===== src/design/tmr_pkg.sv =====
// Constants, register map and carrier types for the eight-bit timer
package tmr_pkg;

   // ==========================================================
   // Register offsets
   localparam logic [7:0] ADDR_COUNT = 8'h01;
   localparam logic [7:0] ADDR_INTCTL = 8'h0b;
   localparam logic [7:0] ADDR_OPTION = 8'h81;
   localparam logic [7:0] ADDR_IRQ_STATUS = 8'h20;
   localparam logic [7:0] ADDR_IRQ_CLEAR = 8'h21;

   // ==========================================================
   // Values after reset
   localparam logic [7:0] RST_COUNT = 8'h00;
   localparam logic [7:0] RST_INTCTL = 8'h00;
   localparam logic [7:0] RST_OPTION = 8'hff;
   localparam logic [7:0] RST_PRESC = 8'h00;

   // ==========================================================
   // Field positions
   localparam int OPT_SRC_BIT = 5;
   localparam int OPT_EDGE_BIT = 4;
   localparam int OPT_OWNER_BIT = 3;
   localparam int OPT_RATIO_MSB = 2;
   localparam int INT_IE_BIT = 5;
   localparam int INT_IF_BIT = 2;

   // ==========================================================
   // Counts of cycles
   localparam logic [1:0] INHIBIT_CYCLES = 2'h2;
   localparam logic [7:0] COUNT_MAX = 8'hff;

   // ==========================================================
   // Types
   typedef enum logic [3:0] {
      PH_Q1 = 4'b0001,
      PH_Q2 = 4'b0010,
      PH_Q3 = 4'b0100,
      PH_Q4 = 4'b1000
   } phase_e;

   typedef struct packed {
      logic [7:0] addr;
      logic [7:0] wdata;
      logic wr;
      logic rd;
   } reg_req_s;

endpackage


===== src/design/ratio_prescaler.sv =====
// Shared eight-bit prescaler count, cleared or stepped by its owner
`timescale 1ns/1ns
`default_nettype none
module ratio_prescaler
   import tmr_pkg::*;
(
   input wire logic clk_sys_in,
   input wire logic rst_b_in,
   input wire logic clear_in,
   input wire logic step_in,
   output logic [7:0] count_out
);

   logic [7:0] count_ff;
   logic [7:0] nxt_count;

   // ==========================================================
   // Clear beats a step arriving in the same cycle
   assign nxt_count = clear_in ? RST_PRESC : (step_in ? count_ff + 8'h01 : count_ff);

   always_ff @(posedge clk_sys_in) begin
      if (!rst_b_in) begin
         count_ff <= RST_PRESC;
      end else begin
         count_ff <= nxt_count;
      end
   end

   assign count_out = count_ff;

endmodule
`default_nettype wire


===== src/design/tmr_top.sv =====
// Eight-bit timer/counter with prescaler shared with the watchdog unit
// Function
// - Source bit clear counts instruction cycles; set counts ext_count_pin edges.
// - Edge select clear counts rising pin edges, set counts falling edges.
// - Wrap from FFh to 00h sets overflow flag; interrupt only when enabled.
// - A count register write blocks increments for the next two instruction cycles.
// - Without prescaler the pin itself is the prescaler output being synchronized.
// - Prescaler output is sampled in the second and fourth phase of each cycle.
// - One prescaler, owned by timer or watchdog; the other runs unprescaled.
// - Software has no read or write path to the prescaler count.
// - Low four option bits pick owner and ratio: timer 1:2..1:256, watchdog 1:1..1:128.
// - Owner bit clear gives prescaler to timer, set gives it to the watchdog.
// - With timer owning it, a count register write clears the prescaler.
// - A count register write never changes the prescaler owner.
// - With watchdog owning it, watchdog clear clears prescaler and watchdog count.
`timescale 1ns/1ns
`default_nettype none
module tmr_top
   import tmr_pkg::*;
(
   input wire logic clk_sys_in,
   input wire logic rst_b_in,
   input wire tmr_pkg::reg_req_s bus_req_in,
   output logic [7:0] bus_rdata_out,
   input wire logic ext_count_pin_in,
   input wire logic watchdog_clear_instruction_in,
   input wire logic watchdog_unit_tick_in,
   output logic watchdog_unit_tick_out,
   output logic watchdog_unit_clear_out,
   output logic irq_out
);
   import tmr_pkg::*;

   // ==========================================================
   // State
   phase_e phase_ff;
   phase_e nxt_phase;
   logic [7:0] count_ff;
   logic [7:0] intctl_ff;
   logic [7:0] option_ff;
   logic [1:0] inhibit_ff;
   logic flag_ff;
   logic edge_prev_ff;
   logic samp_ff;
   logic [7:0] rdata_ff;
   logic dog_tick_ff;
   logic dog_clear_ff;

   // ==========================================================
   // Instruction phases, four clocks per instruction cycle
   always_comb begin
      case (phase_ff)
         PH_Q1: nxt_phase = PH_Q2;
         PH_Q2: nxt_phase = PH_Q3;
         PH_Q3: nxt_phase = PH_Q4;
         PH_Q4: nxt_phase = PH_Q1;
         default: nxt_phase = PH_Q1;
      endcase
   end

   wire q2 = (phase_ff == PH_Q2);
   wire q4 = (phase_ff == PH_Q4);
   wire sample_en = q2 | q4;

   // ==========================================================
   // Write decode
   wire wr_count = bus_req_in.wr && (bus_req_in.addr == ADDR_COUNT);
   wire wr_intctl = bus_req_in.wr && (bus_req_in.addr == ADDR_INTCTL);
   wire wr_option = bus_req_in.wr && (bus_req_in.addr == ADDR_OPTION);
   wire wr_irq_clear = bus_req_in.wr && (bus_req_in.addr == ADDR_IRQ_CLEAR);
   wire irq_clr = wr_irq_clear && bus_req_in.wdata[INT_IF_BIT];

   // ==========================================================
   // Option fields
   wire ext_mode = option_ff[OPT_SRC_BIT];
   wire owner_dog = option_ff[OPT_OWNER_BIT];
   wire [2:0] ratio = option_ff[OPT_RATIO_MSB:0];

   // Low ratio+1 bits for timer (1:2..1:256), low ratio bits for watchdog (1:1..1:128)
   wire [8:0] tmr_span = 9'h001 << ({1'b0, ratio} + 4'h1);
   wire [8:0] dog_span = 9'h001 << ratio;
   wire [7:0] tmr_mask = tmr_span[7:0] - 8'h01;
   wire [7:0] dog_mask = dog_span[7:0] - 8'h01;

   // ==========================================================
   // Pin edge: falling edge selection inverts the pin first
   wire edge_lvl = ext_count_pin_in ^ option_ff[OPT_EDGE_BIT];
   wire edge_rise = edge_lvl & ~edge_prev_ff;
   wire timer_step = ext_mode ? edge_rise : q4;

   // ==========================================================
   // Shared prescaler
   logic [7:0] presc_cnt;
   wire presc_step = owner_dog ? watchdog_unit_tick_in : timer_step;
   wire clr_by_timer = wr_count & ~owner_dog;
   wire clr_by_dog = watchdog_clear_instruction_in & owner_dog;
   wire presc_clear = clr_by_timer | clr_by_dog;

   // Count is internal only; no register decode reaches it
   ratio_prescaler u_presc (
      .clk_sys_in(clk_sys_in),
      .rst_b_in(rst_b_in),
      .clear_in(presc_clear),
      .step_in(presc_step),
      .count_out(presc_cnt)
   );

   wire presc_full_t = ((presc_cnt & tmr_mask) == tmr_mask);
   wire presc_full_d = ((presc_cnt & dog_mask) == dog_mask);

   // Watchdog runs unprescaled whenever the timer owns the prescaler
   wire dog_tick = owner_dog ? (presc_step & presc_full_d) : watchdog_unit_tick_in;

   // ==========================================================
   // Increment request
   // Pin path: prescaler bit at the ratio rises once per N edges, or raw pin when bypassed
   wire presc_out = owner_dog ? edge_lvl : presc_cnt[ratio];
   wire ext_inc = sample_en & presc_out & ~samp_ff;
   wire int_inc = owner_dog ? q4 : (q4 & presc_full_t);
   wire inc_req = ext_mode ? ext_inc : int_inc;
   wire inc_ok = inc_req && (inhibit_ff == 2'h0) && !wr_count;
   wire overflow = inc_ok && (count_ff == COUNT_MAX);

   // ==========================================================
   // Read decode
   logic [7:0] rmux;
   always_comb begin
      if (bus_req_in.addr == ADDR_COUNT) begin
         rmux = count_ff;
      end else if (bus_req_in.addr == ADDR_INTCTL) begin
         rmux = {intctl_ff[7:3], flag_ff, intctl_ff[1:0]};
      end else if (bus_req_in.addr == ADDR_OPTION) begin
         rmux = option_ff;
      end else if (bus_req_in.addr == ADDR_IRQ_STATUS) begin
         rmux = {5'h00, flag_ff, 2'h0};
      end else begin
         rmux = 8'h00;
      end
   end

   // ==========================================================
   // Phase and bus
   always_ff @(posedge clk_sys_in) begin
      if (!rst_b_in) begin
         phase_ff <= PH_Q1;
         rdata_ff <= 8'h00;
      end else begin
         phase_ff <= nxt_phase;
         rdata_ff <= bus_req_in.rd ? rmux : 8'h00;
      end
   end

   // ==========================================================
   // Configuration registers; flag bit of control is not stored here
   always_ff @(posedge clk_sys_in) begin
      if (!rst_b_in) begin
         intctl_ff <= RST_INTCTL;
         option_ff <= RST_OPTION;
      end else begin
         if (wr_intctl) begin
            intctl_ff <= bus_req_in.wdata & 8'hfb;
         end
         if (wr_option) begin
            option_ff <= bus_req_in.wdata;
         end
      end
   end

   // ==========================================================
   // Counter and write inhibit
   always_ff @(posedge clk_sys_in) begin
      if (!rst_b_in) begin
         count_ff <= RST_COUNT;
         inhibit_ff <= 2'h0;
      end else if (wr_count) begin
         count_ff <= bus_req_in.wdata;
         inhibit_ff <= INHIBIT_CYCLES;
      end else begin
         if (inc_ok) begin
            count_ff <= count_ff + 8'h01;
         end
         if (q4 && (inhibit_ff != 2'h0)) begin
            inhibit_ff <= inhibit_ff - 2'h1;
         end
      end
   end

   // ==========================================================
   // Sampling and edge history
   always_ff @(posedge clk_sys_in) begin
      if (!rst_b_in) begin
         // Reset options pick falling edges, so an idle low pin reads 1; no false count
         edge_prev_ff <= 1'b1;
         samp_ff <= 1'b1;
      end else begin
         edge_prev_ff <= edge_lvl;
         if (sample_en) begin
            samp_ff <= presc_out;
         end
      end
   end

   // ==========================================================
   // Sticky overflow flag; a new overflow wins over a clear
   always_ff @(posedge clk_sys_in) begin
      if (!rst_b_in) begin
         flag_ff <= 1'b0;
      end else if (overflow) begin
         flag_ff <= 1'b1;
      end else if (irq_clr) begin
         flag_ff <= 1'b0;
      end
   end

   // ==========================================================
   // Watchdog side pulses
   always_ff @(posedge clk_sys_in) begin
      if (!rst_b_in) begin
         dog_tick_ff <= 1'b0;
         dog_clear_ff <= 1'b0;
      end else begin
         dog_tick_ff <= dog_tick;
         dog_clear_ff <= watchdog_clear_instruction_in;
      end
   end

   assign bus_rdata_out = rdata_ff;
   assign watchdog_unit_tick_out = dog_tick_ff;
   assign watchdog_unit_clear_out = dog_clear_ff;
   assign irq_out = flag_ff & intctl_ff[INT_IE_BIT];

   // ==========================================================
   // Assertions
   timer_tick_a: assert property (
      @(posedge clk_sys_in) disable iff (!rst_b_in)
      (q4 && !ext_mode && owner_dog && inhibit_ff == 2'h0 && !wr_count)
      |=> count_ff == $past(count_ff) + 8'h01)
      else $error("timer did not advance on instruction cycle");

   edge_count_a: assert property (
      @(posedge clk_sys_in) disable iff (!rst_b_in)
      (ext_mode && owner_dog && sample_en && edge_lvl && !samp_ff
       && inhibit_ff == 2'h0 && !wr_count)
      |=> count_ff == $past(count_ff) + 8'h01)
      else $error("selected pin edge not counted");

   sample_phase_a: assert property (
      @(posedge clk_sys_in) disable iff (!rst_b_in)
      (ext_mode && !sample_en && !wr_count) |=> count_ff == $past(count_ff))
      else $error("pin count changed outside sampling phases");

   overflow_set_a: assert property (
      @(posedge clk_sys_in) disable iff (!rst_b_in)
      (inc_ok && count_ff == COUNT_MAX) |=> (flag_ff && count_ff == 8'h00))
      else $error("wrap did not set overflow flag");

   irq_gate_a: assert property (
      @(posedge clk_sys_in) disable iff (!rst_b_in)
      !intctl_ff[INT_IE_BIT] |-> !irq_out)
      else $error("interrupt raised while disabled");

   write_inhibit_a: assert property (
      @(posedge clk_sys_in) disable iff (!rst_b_in)
      wr_count ##1 (!wr_count)[*8] |=> count_ff == $past(count_ff, 8))
      else $error("count advanced within two cycles after write");

   presc_clear_a: assert property (
      @(posedge clk_sys_in) disable iff (!rst_b_in)
      (wr_count && !owner_dog && !wr_option)
      |=> (presc_cnt == 8'h00 && option_ff == $past(option_ff)))
      else $error("count write mishandled prescaler");

   dog_clear_a: assert property (
      @(posedge clk_sys_in) disable iff (!rst_b_in)
      (watchdog_clear_instruction_in && owner_dog)
      |=> (presc_cnt == 8'h00 && watchdog_unit_clear_out))
      else $error("watchdog clear missed prescaler");

   dog_bypass_a: assert property (
      @(posedge clk_sys_in) disable iff (!rst_b_in)
      !owner_dog |=> watchdog_unit_tick_out == $past(watchdog_unit_tick_in))
      else $error("watchdog prescaled while timer owns prescaler");

   timer_ratio_a: assert property (
      @(posedge clk_sys_in) disable iff (!rst_b_in)
      (q4 && !ext_mode && !owner_dog && inhibit_ff == 2'h0 && !wr_count)
      |=> (count_ff != $past(count_ff)) == $past(presc_full_t))
      else $error("timer ignored prescaler ratio");

   owner_hold_a: assert property (
      @(posedge clk_sys_in) disable iff (!rst_b_in)
      (!owner_dog && !presc_clear && !timer_step && !wr_option)
      |=> presc_cnt == $past(presc_cnt))
      else $error("prescaler moved without its owner stepping");

   flag_sticky_a: assert property (
      @(posedge clk_sys_in) disable iff (!rst_b_in)
      (flag_ff && !irq_clr) |=> flag_ff)
      else $error("overflow flag dropped without clear");

   unmapped_read_a: assert property (
      @(posedge clk_sys_in) disable iff (!rst_b_in)
      (bus_req_in.rd && bus_req_in.addr != ADDR_COUNT && bus_req_in.addr != ADDR_INTCTL
       && bus_req_in.addr != ADDR_OPTION && bus_req_in.addr != ADDR_IRQ_STATUS)
      |=> bus_rdata_out == 8'h00)
      else $error("unmapped read returned data");

   presc_bypass_a: assert property (
      @(posedge clk_sys_in) disable iff (!rst_b_in)
      (ext_mode && owner_dog && sample_en)
      |=> samp_ff == $past(edge_lvl))
      else $error("pin level not used as prescaler output");

   phase_step_a: assert property (
      @(posedge clk_sys_in) disable iff (!rst_b_in)
      q2 |-> ##2 q4)
      else $error("sampling phases not two clocks apart");

   dog_pass_a: assert property (
      @(posedge clk_sys_in) disable iff (!rst_b_in)
      (owner_dog && ratio == 3'h0 && watchdog_unit_tick_in)
      |=> watchdog_unit_tick_out)
      else $error("watchdog lowest ratio not one to one");

   dog_quiet_a: assert property (
      @(posedge clk_sys_in) disable iff (!rst_b_in)
      (owner_dog && !watchdog_unit_tick_in) |=> !watchdog_unit_tick_out)
      else $error("watchdog tick without base tick");

   option_hold_a: assert property (
      @(posedge clk_sys_in) disable iff (!rst_b_in)
      wr_count |=> option_ff == $past(option_ff))
      else $error("count write changed prescaler owner");

   dog_hold_a: assert property (
      @(posedge clk_sys_in) disable iff (!rst_b_in)
      (owner_dog && !presc_clear && !watchdog_unit_tick_in)
      |=> presc_cnt == $past(presc_cnt))
      else $error("prescaler moved without watchdog tick");

endmodule
`default_nettype wire


===== config.mk =====
export PLATFORM = sky130hd
export DESIGN_NAME = tmr_top
export DESIGN_NICKNAME = d
export VERILOG_FILES = /design/src/design/tmr_pkg.sv /design/src/design/ratio_prescaler.sv /design/src/design/tmr_top.sv
export SDC_FILE = /design/constraint.sdc
export NUM_CORES = 1
export LEC_CHECK = 0
export BUFFER_PORTS_ARGS = -buffer_cell sky130_fd_sc_hd__buf_4
export CAP_MARGIN = 20
export CORE_MARGIN = 2
export CORE_UTILIZATION = 36
export CTS_CLUSTER_SIZE = 25
export DETAILED_ROUTE_END_ITERATION = 10
export SLEW_MARGIN = 20
export SYNTH_ARGS = -nofsm -noshare
export SYNTH_HDL_FRONTEND = slang
export SYNTH_SLANG_ARGS = --single-unit
export TNS_END_PERCENT = 20

===== constraint.sdc =====
create_clock -name clk_sys_in -period 7.4 [get_ports clk_sys_in]
set_input_delay 0.37 -clock clk_sys_in [delete_from_list [all_inputs] [get_ports clk_sys_in]]
set_output_delay 0.37 -clock clk_sys_in [all_outputs]
set_load 0.005 [all_outputs]

After elaboration in Yosys (flattened, before gate mapping):

Index checks and enable logic that the tools add are counted.

* register bits after elaboration: 50
* bits of input ports: 23
* output and inout bits: 11

* add/subtract/negate cells: 6
* order comparisons: 1
* eq/ne operators: 12
* shift-type cells: 2
* mux-type cells: 19
* bitwise logic cells: 17
* reduce and logical (&&, ||, !) cells: 18

Operator list (number)
* 8-bit two-way mux: 5
* 8-bit by 1-bit adder with 8-bit output, second input constant: 2
* 8-bit bitwise AND: 2
* 8-bit by 6-bit == test with 1-bit output, second input constant: 2
* 8-bit == test: 2
* 8-bit == test, second input constant: 2
* 8-bit by 1-bit subtractor with 8-bit output, second input constant: 2
* 4-bit one-hot mux with 3 select lines: 1
* 1-bit logical AND: 9
* 1-bit two-way mux: 9
* 1-bit bitwise AND: 8
* 8-bit by 1-bit == test with 1-bit output, second input constant: 1
* 8-bit by 4-bit == test with 1-bit output, second input constant: 1
* 2-bit nonzero test: 4
* 1-bit by 3-bit left shift with 8-bit output, first input constant: 1
* 1-bit by 4-bit left shift with 8-bit output, first input constant: 1
* 3-bit by 1-bit adder with 4-bit output, second input constant: 1
* 4-bit by 1-bit == test with 1-bit output, second input constant: 1
* 4-bit by 2-bit == test with 1-bit output, second input constant: 1
* 4-bit by 3-bit == test with 1-bit output, second input constant: 1
* 4-bit == test, second input constant: 1
* 3-bit by 4-bit less-than comparator with 1-bit output, second input constant: 1
* 2-bit two-way mux: 2
* 1-bit inverter: 4
* other kinds (9): 11

Depth between registers and ports, before layout:

Gate-level depths: netlist of the first run.

* depth after elaboration: 12
* gate-level depth with buffers: 15
* depth with buffers taken out: 12

By module:

From an unflattened synthesis of the first run, not the netlist that was laid out.

* cells, all modules: 335
* area, all modules: 2703.8 µm²

By module, submodules not included
* tmr_top: instances 1, cells each 297, area each 2364.8 µm², sequential area each 840.8 µm²
* ratio_prescaler: instances 1, cells each 38, area each 339.1 µm², sequential area each 160.2 µm²

Least setup slack after synthesis of the first run:

OpenSTA, ideal clock, no wires.

* kind: reg2reg
* start point: register option_ff[1]
* end point: register count_ff[4]
* setup time: 119 ps
* arrival: 2800 ps
* path slack: 4481 ps
* stages on the path, launching flop included: 16
* path through: dfxtp_1 > clkbuf_8 > nand2_1 > inv_1 > ha_1 > buf_2 > nand3_1 > ha_1 > or3_2 > a211o_2 > o2111ai_1 > or4_1 > buf_6 > a21oi_1 > xnor2_1 > a21oi_1

* word-level cells in the longest chain between the ends: 11
* elaborated cells on any way between the ends: 16

Ends and longest elaborated chain
* from (decl): line tmr_top.sv:40 `logic [7:0] option_ff;`
* from (signal assigned): line tmr_top.sv:164 `option_ff <= bus_req_in.wdata;`
* 3-bit by 1-bit adder with 4-bit output: line tmr_top.sv:80 `wire [8:0] tmr_span = 9'h001 << ({1'b0, ratio} + 4'h1);`
* 1-bit by 4-bit left shift with 8-bit output: line tmr_top.sv:80
* 8-bit by 1-bit subtractor with 8-bit output: line tmr_top.sv:82 `wire [7:0] tmr_mask = tmr_span[7:0] - 8'h01;`
* 8-bit bitwise AND: line tmr_top.sv:108 `wire presc_full_t = ((presc_cnt & tmr_mask) == tmr_mask);`
* 8-bit == test: line tmr_top.sv:108
* 1-bit bitwise AND: line tmr_top.sv:119 `wire int_inc = owner_dog ? q4 : (q4 & presc_full_t);`
* 1-bit two-way mux: line tmr_top.sv:119
* 1-bit two-way mux *: line tmr_top.sv:120 `wire inc_req = ext_mode ? ext_inc : int_inc;`
* 1-bit logical AND * (2 in series): line tmr_top.sv:121 `wire inc_ok = inc_req && (inhibit_ff == 2'h0) && !wr_count;`
* 2-bit nonzero test (no source line) *
* to (signal assigned): line tmr_top.sv:176 `count_ff <= bus_req_in.wdata;`
* to (signal assigned): line tmr_top.sv:180 `count_ff <= count_ff + 8'h01;`
* to (decl): line tmr_top.sv:38 `logic [7:0] count_ff;`

Mark *: on every way between the ends. The rest lies on a longest branch, timed or not. The select of a mux whose other input is x is not followed.
A chain may end at the register's enable or synchronous reset.

Worst setup path after layout of the first run:

* start point: register option_ff[1]
* end point: register count_ff[5]

Same word-level chain as after synthesis.

==> results of run 1 <==
## layout make-up
type                    instances  area, sq um  share of cell area [%]
clock buffers                   6         72.6                    2.33
clock inverters                 1         7.51                   0.241
inverters                       8         30.0                   0.963
multi-input cells             261         1630                    52.3
flip-flops and latches         50         1000                    32.1
well taps                     102          128                    4.09
repair buffers                 33          248                    7.94
## stage by stage
| stage | setup WS, ps | cell area, sq um |
|---|---|---|
| floorplan | 4480 | 2790 |
| global placement | 3900 | 3030 |
| detailed placement | 3680 | 3030 |
| CTS | 3690 | 3110 |
| global route | 3380 | 3120 |
| finish | 3670 | 3120 |
## power groups by stage
stage                     Sequential (mW)  Clock, mW  Combinational, mW
after floorplan                     0.283          0             0.0183
final                               0.279      0.153             0.0353
after global placement              0.284          0             0.0346
after detailed placement            0.285          0             0.0351
after global routing                0.280      0.173             0.0385
after CTS                           0.279      0.159             0.0352
## path summary, 6_finish.rpt
check	from	to	slack [ps]	depth (start not counted)
max	option_ff[1]$_SDFFE_PN1P_	count_ff[5]$_SDFFE_PN0P_	3670	12
min	watchdog_clear_instruction_in	watchdog_unit_clear_out$_SDFF_PN0_	290	2
max reg2reg	option_ff[1]$_SDFFE_PN1P_	count_ff[5]$_SDFFE_PN0P_	3670	12
min reg2reg	option_ff[7]$_SDFFE_PN1P_	bus_rdata_out[7]$_SDFF_PN0_	470	2
## flip-flops by register name, indices dropped and copies added, names as in the netlist
| signal | count |
|---|---|
| bus_rdata_out | 8 |
| count_ff | 8 |
| option_ff | 8 |
| u_presc.count_out | 8 |
| intctl_ff | 7 |
| phase_ff | 4 |
| inhibit_ff | 2 |
| edge_prev_ff | 1 |
| flag_ff | 1 |
| samp_ff | 1 |
| watchdog_unit_clear_out | 1 |
| watchdog_unit_tick_out | 1 |
## per-layer routing
| layer | up-vias | part of all wire (%) | global-route usage (%) |
|---|---|---|---|
| met5 | - | 0 | 0 |
| met4 | 0 | 1.5 | 4.85 |
| met3 | 12 | 4.5 | 3.86 |
| met2 | 53 | 46 | 25.0 |
| met1 | 1150 | 48 | 23.7 |
| li1 | 1259 | - | - |
## kinds of logic (layout without fill, tap and decap cells)
kind of cell / count (synthesis) / in the layout / synth area share (%)
AO/OA/AOI/OAI: 87 / 87 / 21.7
XOR/XNOR: 19 / 19 / 5.96
adder cells (fa/ha/maj): 7 / 7 / 3.14
buffers and inverters: 28 / 48 / 5.83
flip-flops: 50 / 50 / 35.9
multiplexers: 5 / 5 / 1.84
AND/OR/NAND/NOR: 143 / 143 / 25.6
## layout by cell type, fill, tap and decap left out, drive strengths merged, types with 3 or more instances in the layout
cell type / n
nand2: 51
dfxtp: 50
buf: 33
a21oi: 27
nor2: 23
nand3: 19
o21ai: 15
xnor2: 13
a21boi: 11
inv: 8
and3: 8
ha: 7
nand2b: 6
xor2: 6
a22oi: 6
clkbuf: 6
nor3: 5
or3: 5
nor2b: 4
mux2i: 4
nor4b: 4
o211ai: 3
o31ai: 3
nand4: 3
nor4: 3
## critical path: stages, from the launching register on
cell	delay (ps)
dfxtp_1	800
nand2_1	210
inv_1	210
ha_1	330
nand3_1	140
ha_1	250
or3_2	460
a211o_2	340
o2111ai_1	90
or4_1	380
a21oi_1	140
xnor2_1	150
a21oi_1	80
==> metrics.txt, run 1 <==
Remaining DRCs=0; top post-synthesis cells by count=nand2_1, dfxtp_1, a21oi_1, nor2_1, nand3_1; Overall Global Routing Usage=between 10% and 20%; switching part of the total=between 20% and 30%; Post-CTS Hold Fix Bufs=0; Fmax=around 0.27 GHz; TNS Setup=0 ps; CTS tree=done; count of state elements after synthesis=50; Ys Warns=0; max_cap viols=0; Seq pwr share=about three fifths; clk sinks=50; Pre-antenna DRT Iters=5; cell accounting for the most synthesized area=dfxtp_1; initial antenna violation count=0; total chip power=0.467 mW; Post-CTS Setup Inserts=0; Final Cycle Share=between 50 and 60%; max-slew violations=0; total congestion overflow=0; Synth top area share=35.9%; initial core utilization=a little under two fifths; most common cell in the netlist=nand2_1; Iter 0 DRT Violations=199; Die Y=about 92 microns; first-pass GRT wire length=roughly 11000 microns; NetSw=around 0.11 mW; die extent in x=roughly 90 microns; arrival time worst endpoint=approximately 4000 ps; vias=roughly 2.5k; CP Class=reg2reg; internal power=roughly 0.35 mW; Worst-Margin Slew=slightly above 1000 ps; clock power share=32.8%; Finished Layout Cells=approximately 460; row count=32; fraction of layout cells with a size suffix above 1=between 10 and 15%; fraction of registers with async set/reset=0%; clock latency on the worst-skew pair=around 300 ps; Clock Pin Slew Worst Setup and Hold Paths=90 ps; Cell Area, Synth=roughly 2800 sq um; Hold Crit Class=in2reg; setup repair after global routing missed its margin=no; Core ar.=~7600 sq um; Final nets=389; DRT antenna net count=0; vias in the first global route=~2.2k; H-tree Lvls=2; largest net degree at the start of global routing=34; total wire length=just under 7000 microns; Hold Slack=a little under 300 ps; buffer depth of the longest clock path=2; layout filler cell count=around 800; Net Count, Synth=roughly 370; IO buf count=33; Comb pwr share=under 10%; top cells by area, synth=dfxtp_1, nand2_1, a21oi_1; sequential share of the synthesized area=roughly 36%; Placed Cells=~450; area growth from synthesis to layout=11.8%; Netlist cell types=59; EDFF count, synth=0; WL/cell=between 10 and 15 microns; CP Max Fanout=23; worst vdd ir=56.5 uV; pwr dens=roughly 150 nW/um^2; CTS Buf Count=5; Leak=about 1.1 nW; CP Data Required Time=7570 ps; die footprint=~8500 sq um; post-layout util=41.0%; Startpoint Class=flip-flop; Synth Instances=339; skew final=roughly 7.8 ps; status=completed; # diodes=0; root buffer cell=clkbuf_8; Slew headroom=around a third; CP Capture Type=flip-flop; most used flip-flop cell after synthesis=dfxtp_1; syn avg cell area=between 8 and 9 sq um; Final Hold Viols=0; # IOs=34; final setup violation count=0; post-CTS resize count=0; routability cong.=between 0.8 and 0.9; DPL Wire Length=5000 microns; minimum clock period=approximately 3700 ps; Vias per Instance=5.37
(Power assumes the default switching activity.)
==> run 2: changes to the inputs <==
Clock period 7.4 ns to 3.3 ns, I/O delays scaled along.
==> metrics.txt, run 2 (same netlist as run 1, synthesis figures left out) <==
arrival time worst endpoint=3050 ps (-850 ps); Vias per Instance=5.33 (-0.67%); Pre-antenna DRT Iters=4 (-1); fraction of layout cells with a size suffix above 1=16.9% (+2.1 points); CP Class=reg2reg; row count=32 (unchanged); minimum clock period=2860 ps (-871 ps); reg-to-reg startpoint=option_ff[0]$_SDFFE_PN1P_; slack of the worst reg-to-reg path=440 ps (-3230 ps); die extent in x=92.0 microns (unchanged); Final Cycle Share=86.6% (+36 points); max_cap viols=0 (unchanged); initial antenna violation count=0 (unchanged); Final Hold Viols=0 (unchanged); Hold Crit Class=in2reg; Hold Path End=watchdog_unit_clear_out$_SDFF_PN0_; clock latency on the worst-skew pair=310 ps (about the same); Clock Pin Slew Worst Setup and Hold Paths=90 ps (about the same); status=completed; Overall Global Routing Usage=16.5% (-0.10 points); CTS tree=done; total wire length=6950 microns (+1.5%); final setup violation count=0 (unchanged); worst setup margin=442 ps (-3230 ps); DPL Wire Length=5120 microns (+2.3%); slowest stage delay, CP=450 ps (-350 ps); CP Data Required Time=3490 ps (-4080 ps); # IOs=34 (unchanged); die footprint=8470 sq um (unchanged); Hold Slack=83.5 ps (-206 ps); commonest non-fill, non-tap cell in the layout=nand2_1; Slew headroom=25.1% (-6.9 points); Post-CTS Hold Fix Bufs=0 (unchanged); Iter 0 DRT Violations=118 (-41%); Startpoint Class=flip-flop; Leak=1.21 nW (+5.9%); CTS Buf Count=5 (unchanged); largest net degree at the start of global routing=34 (unchanged); CP Capture Type=flip-flop; CP cell instances=nand2_1 > inv_1 > ha_1 > nand3_1 > ha_1 > or3_2 > a211o_2 > o2111ai_1 > or4_4 > a21oi_1 > xnor2_1 > a21oi_1; worst vdd ir=228 uV (+300%); Core ar.=7610 sq um (unchanged); first-pass GRT wire length=11300 microns (+1.1%); vias in the first global route=2237 (+3.1%); post-layout util=42.5% (+1.5 points); pwr dens=380 nW/um^2 (+150%); DRT antenna net count=0 (unchanged); clk sinks=50 (unchanged); vias=2500 (+1.1%); routability cong.=0.824 (-6.3%); FF-to-FF End=count_ff[4]$_SDFFE_PN0P_; Remaining DRCs=0 (unchanged); initial core utilization=36.7% (unchanged); layout filler cell count=808 (+0.62%); most frequent cells in the layout=nand2_1, dfxtp_1, buf_4; skew final=10.4 ps (+2.60 ps); WL/cell=14.8 microns (-0.18%); H-tree Lvls=2 (unchanged); Hold Path Stages=2 (unchanged); root buffer cell=clkbuf_8; Die Y=92.0 microns (unchanged); worst reg-to-reg path cell count=12 (unchanged); IO buf count=33 (unchanged); Worst Setup SP=option_ff[0]$_SDFFE_PN1P_; Fmax=0.350 GHz (+30%); # diodes=0 (unchanged); Worst-Margin Slew=1110 ps (+101 ps); TNS Setup=0 ps (unchanged); total congestion overflow=0 (unchanged); CP top delay family=simple AND/OR/NAND/NOR gates; Final nets=396 (+1.8%); setup repair after global routing missed its margin=no; Post-DP Area=3090 sq um (+1.7%); Reg area=1000 sq um (unchanged); Crit path buffers/inverters=1 (unchanged); area of the multi-input gates=1630 sq um (-0.15%); CP Max Fanout=11 (-52%); area growth from synthesis to layout=15.8%; Design Area, Final=3230 sq um (+3.6%); Setup WS pre-CTS=243 ps (-3440 ps); buffer depth of the longest clock path=2 (unchanged); max-slew violations=0 (unchanged); Critical-path top delay cell=ha_1; HP Start=watchdog_clear_instruction_in
[run 2: repair_timing]
action,CTS,global route
setup endpoints to repair,0,1
buffers inserted,0,0
resized for setup,0,1
hold endpoints to repair,0,0
[run 2: worst max-delay path by stage]
stage	endpoint	slack, ps	depth (start not counted)
3_3_place_gp	count_ff[4]$_SDFFE_PN0P_	340	12
5_1_grt	count_ff[5]$_SDFFE_PN0P_	210	12
4_1_cts	count_ff[4]$_SDFFE_PN0P_	230	12
2_1_floorplan	count_ff[4]$_SDFFE_PN0P_	380	15
6_report	count_ff[4]$_SDFFE_PN0P_	440	12
3_5_place_dp	count_ff[5]$_SDFFE_PN0P_	240	12
[run 2: through the flow]
stage          power (mW)  std cells
3_3_place_gp        0.716        461
4_1_cts              1.24        469
5_1_grt              1.28        469
2_1_floorplan       0.677        339
3_5_place_dp        0.717        461
6_report             1.23        469
[run 2: layout make-up]
type                            instances  area share [%]
Multi-Input combinational cell        261            50.4
Clock buffer                            6            2.56
Tap cell                              102            3.95
Sequential cell                        50            31.0
Timing Repair Buffer                   40            9.29
Clock inverter                          2            1.86
Inverter                                8           0.929
[run 2: routing by layer]
layer	vias to the layer above	part of all wire, %	track usage [%]
met4	0	1.2	4.23
met3	7	3.2	2.88
met1	1187	48	23.2
li1	1267	-	-
met5	-	0	0
met2	39	48	26.3
[run 2: power breakdown]
part / switching (mW) / internal, mW / total (mW)
Sequential: 0.0105 / 0.613 / 0.624
Clock: 0.202 / 0.323 / 0.526
Combinational: 0.0428 / 0.0361 / 0.0789
==> run 3: changes to the inputs <==
Settings changed: ABC_AREA from default to 1.
==> metrics.txt, run 3 <==
initial antenna violation count=0 (unchanged); Startpoint Class=flip-flop; Hold Crit Class=in2reg; Ys Warns=0 (unchanged); most frequent cells in the layout=nand2_1, inv_1, dfxtp_1; max-slew violations=0 (unchanged); max_cap viols=0 (unchanged); status=completed; worst setup margin=532 ps (+89.6 ps); Worst-Margin Slew=858 ps (-255 ps); Seq pwr share=54.3% (+3.5 points); vias in the first global route=2420 (+8.2%); final setup violation count=0 (unchanged); Critical-path top delay cell=dfxtp_1; row count=32 (unchanged); # diodes=0 (unchanged); routability cong.=0.832 (+0.97%); arrival time worst endpoint=2990 ps (-60 ps); met2 WL post-DR=3120 microns (-6.3%); buffer depth of the longest clock path=2 (unchanged); layout filler cell count=805 (-0.37%); Leak=1.41 nW (+16%); most common cell in the netlist=nand2_1; die extent in x=92.5 microns (+0.45%); Cell Area, Synth=2820 sq um (+0.94%); Synth top area share=35.5% (-0.33 points); Core ar.=7650 sq um (+0.53%); CTS Buf Count=5 (unchanged); total wire length=6800 microns (-2.1%); Post-CTS Hold Fix Bufs=0 (unchanged); CTS tree=done; Comb pwr share=7.5% (+1.1 points); worst vdd ir=160 uV (-30%); most frequent CP cell=nand2_1; fraction of registers with async set/reset=0% (unchanged); clk sinks=50 (unchanged); WL met1=3370 microns (+1.8%); Slew headroom=42.6% (+17 points); minimum clock period=2770 ps (-89.6 ps); total congestion overflow=0 (unchanged); Pre-antenna DRT Iters=4 (unchanged); CP Max Fanout=11 (unchanged); Clock Pin Slew Worst Setup and Hold Paths=100 ps (about the same); NetSw=0.268 mW (+4.9%); cell accounting for the most synthesized area=dfxtp_1; Final nets=471 (+19%); pwr dens=354 nW/um^2 (-6.8%); H-tree Lvls=2 (unchanged); DRT antenna net count=0 (unchanged); sequential share of the synthesized area=35.5% (-0.33 points); Netlist cell types=37 (-37%); clock latency on the worst-skew pair=310 ps (about the same); first-pass GRT wire length=11100 microns (-1.9%); Post-CTS Setup Inserts=0 (unchanged); CP Data Required Time=3520 ps (+30 ps); CP Class=reg2reg; die footprint=8550 sq um (+0.90%); DR top layer=met4; Remaining DRCs=0 (unchanged); EDFF count, synth=0 (unchanged); setup repair after global routing missed its margin=no; Fmax=0.361 GHz (+3.2%); initial core utilization=36.8% (+0.15 points); top cells by area, synth=dfxtp_1, nand2_1, inv_1; Die Y=92.5 microns (+0.45%); Vias per Instance=5.00 (-6.2%); switching part of the total=23.4% (+2.6 points); root buffer cell=clkbuf_8; commonest non-fill, non-tap cell in the layout=nand2_1; DPL Wire Length=5240 microns (+2.3%); Net Count, Synth=443 (+20%); Final Hold Viols=0 (unchanged); internal power=0.877 mW (-9.8%); most used flip-flop cell after synthesis=dfxtp_1; routed wire length on met3=255 microns (+14%); skew final=12.5 ps (+2.14 ps); post-layout util=42.3% (-0.19 points); slowest stage delay, CP=560 ps (+110 ps); clock power share=38.3% (-4.5 points); WL/cell=12.5 microns (-16%); Final Cycle Share=83.9% (-2.7 points); Setup WS pre-CTS=533 ps (+290 ps); fraction of layout cells with a size suffix above 1=13.6% (-3.3 points); Iter 0 DRT Violations=138 (+17%); CP Capture Type=flip-flop; # IOs=34 (unchanged); largest net degree at the start of global routing=29 (-15%); vias=2720 (+8.8%); Overall Global Routing Usage=16.1% (-0.46 points); area growth from synthesis to layout=14.8%; CP cell instances=inv_1 > ha_1 > nand2_1 > ha_1 > nor2_1 > nor2_1 > nand3_1 > nor2_1 > nand3_1 > nand2_1 > nand2_1 > nand2_2 > nand2_4 > nand2_4 > nand2_1 > a21oi_1; TNS Setup=0 ps (unchanged); syn avg cell area=6.82 sq um (-17%); post-CTS resize count=0 (unchanged); count of state elements after synthesis=50 (unchanged); IO buf count=33 (unchanged); top post-synthesis cells by count=nand2_1, inv_1, dfxtp_1; Synth Instances=413 (+22%)
[run 3: cell count changes after synthesis, moves of 10 or more]
cell,previous run,this run
a21boi_0,10,0
inv_1,8,56
nand2_1,51,84
nand3_1,19,33
nor2_1,23,47
o21ai_0,15,26
xnor2_1,13,0
[run 3: final timing paths]
path                                 start                                 end  slack, ps  cells after the start
min reg2reg      intctl_ff[3]$_SDFFE_PN0P_           intctl_ff[3]$_SDFFE_PN0P_        480                      2
max reg2reg      option_ff[2]$_SDFFE_PN1P_            count_ff[6]$_SDFFE_PN0P_        530                     16
min          watchdog_clear_instruction_in  watchdog_unit_clear_out$_SDFF_PN0_         60                      3
max              option_ff[2]$_SDFFE_PN1P_            count_ff[6]$_SDFFE_PN0P_        530                     16
[run 3: area by class of cell]
cell class | count | area (sq um) | area share (%)
inverters | 63 | 239 | 7.39
repair buffers | 33 | 248 | 7.66
flip-flops and latches | 50 | 1000 | 30.9
clock inverters | 2 | 37.5 | 1.16
clock buffers | 6 | 72.6 | 2.24
well taps | 102 | 128 | 3.95
multi-input cells | 288 | 1510 | 46.7
[run 3: logic make-up after synthesis]
family                   share of synthesized area (%)
AND/OR/NAND/NOR                                   30.8
AO/OA/AOI/OAI                                     16.5
buffers and inverters                             10.9
flip-flops                                        35.5
XOR/XNOR                                          2.80
adder cells (fa/ha/maj)                           3.11
multiplexers                                     0.355
[run 3: power by group through the flow]
stage               sequential [mW]  combinational [mW]  clock (mW)
floorplan                     0.634              0.0470           0
global placement              0.635              0.0842           0
detailed placement            0.635              0.0851           0
CTS                           0.621              0.0858       0.444
global route                  0.623              0.0955       0.465
finish                        0.621              0.0854       0.438
[run 3: stage by stage]
| stage | hold WS [ps] | instance area [sq um] | total power, mW | std cells |
|---|---|---|---|---|
| after floorplan | 263 | 2820 | 0.681 | 413 |
| after global placement | 371 | 3120 | 0.719 | 536 |
| after detailed placement | 373 | 3120 | 0.721 | 536 |
| after CTS | 56.2 | 3230 | 1.15 | 544 |
| after global routing | 66.1 | 3230 | 1.18 | 544 |
| final | 55.2 | 3230 | 1.15 | 544 |
[run 3: per-layer routing]
| metal | GRT usage (%) | up-vias |
|---|---|---|
| met5 | 0 | - |
| met4 | 2.99 | 0 |
| met3 | 2.77 | 4 |
| met2 | 25.5 | 46 |
| met1 | 23.0 | 1261 |
| li1 | - | 1409 |
[run 3: worst max-delay path, delay by kind of cell (launching register included)]
| kind | cells | cell delay [ps] |
|---|---|---|
| buf+inv | 1 | 250 |
| fa+ha+maj | 2 | 770 |
| compound gates | 1 | 120 |
| simple gates | 12 | 980 |
| flops | 1 | 560 |
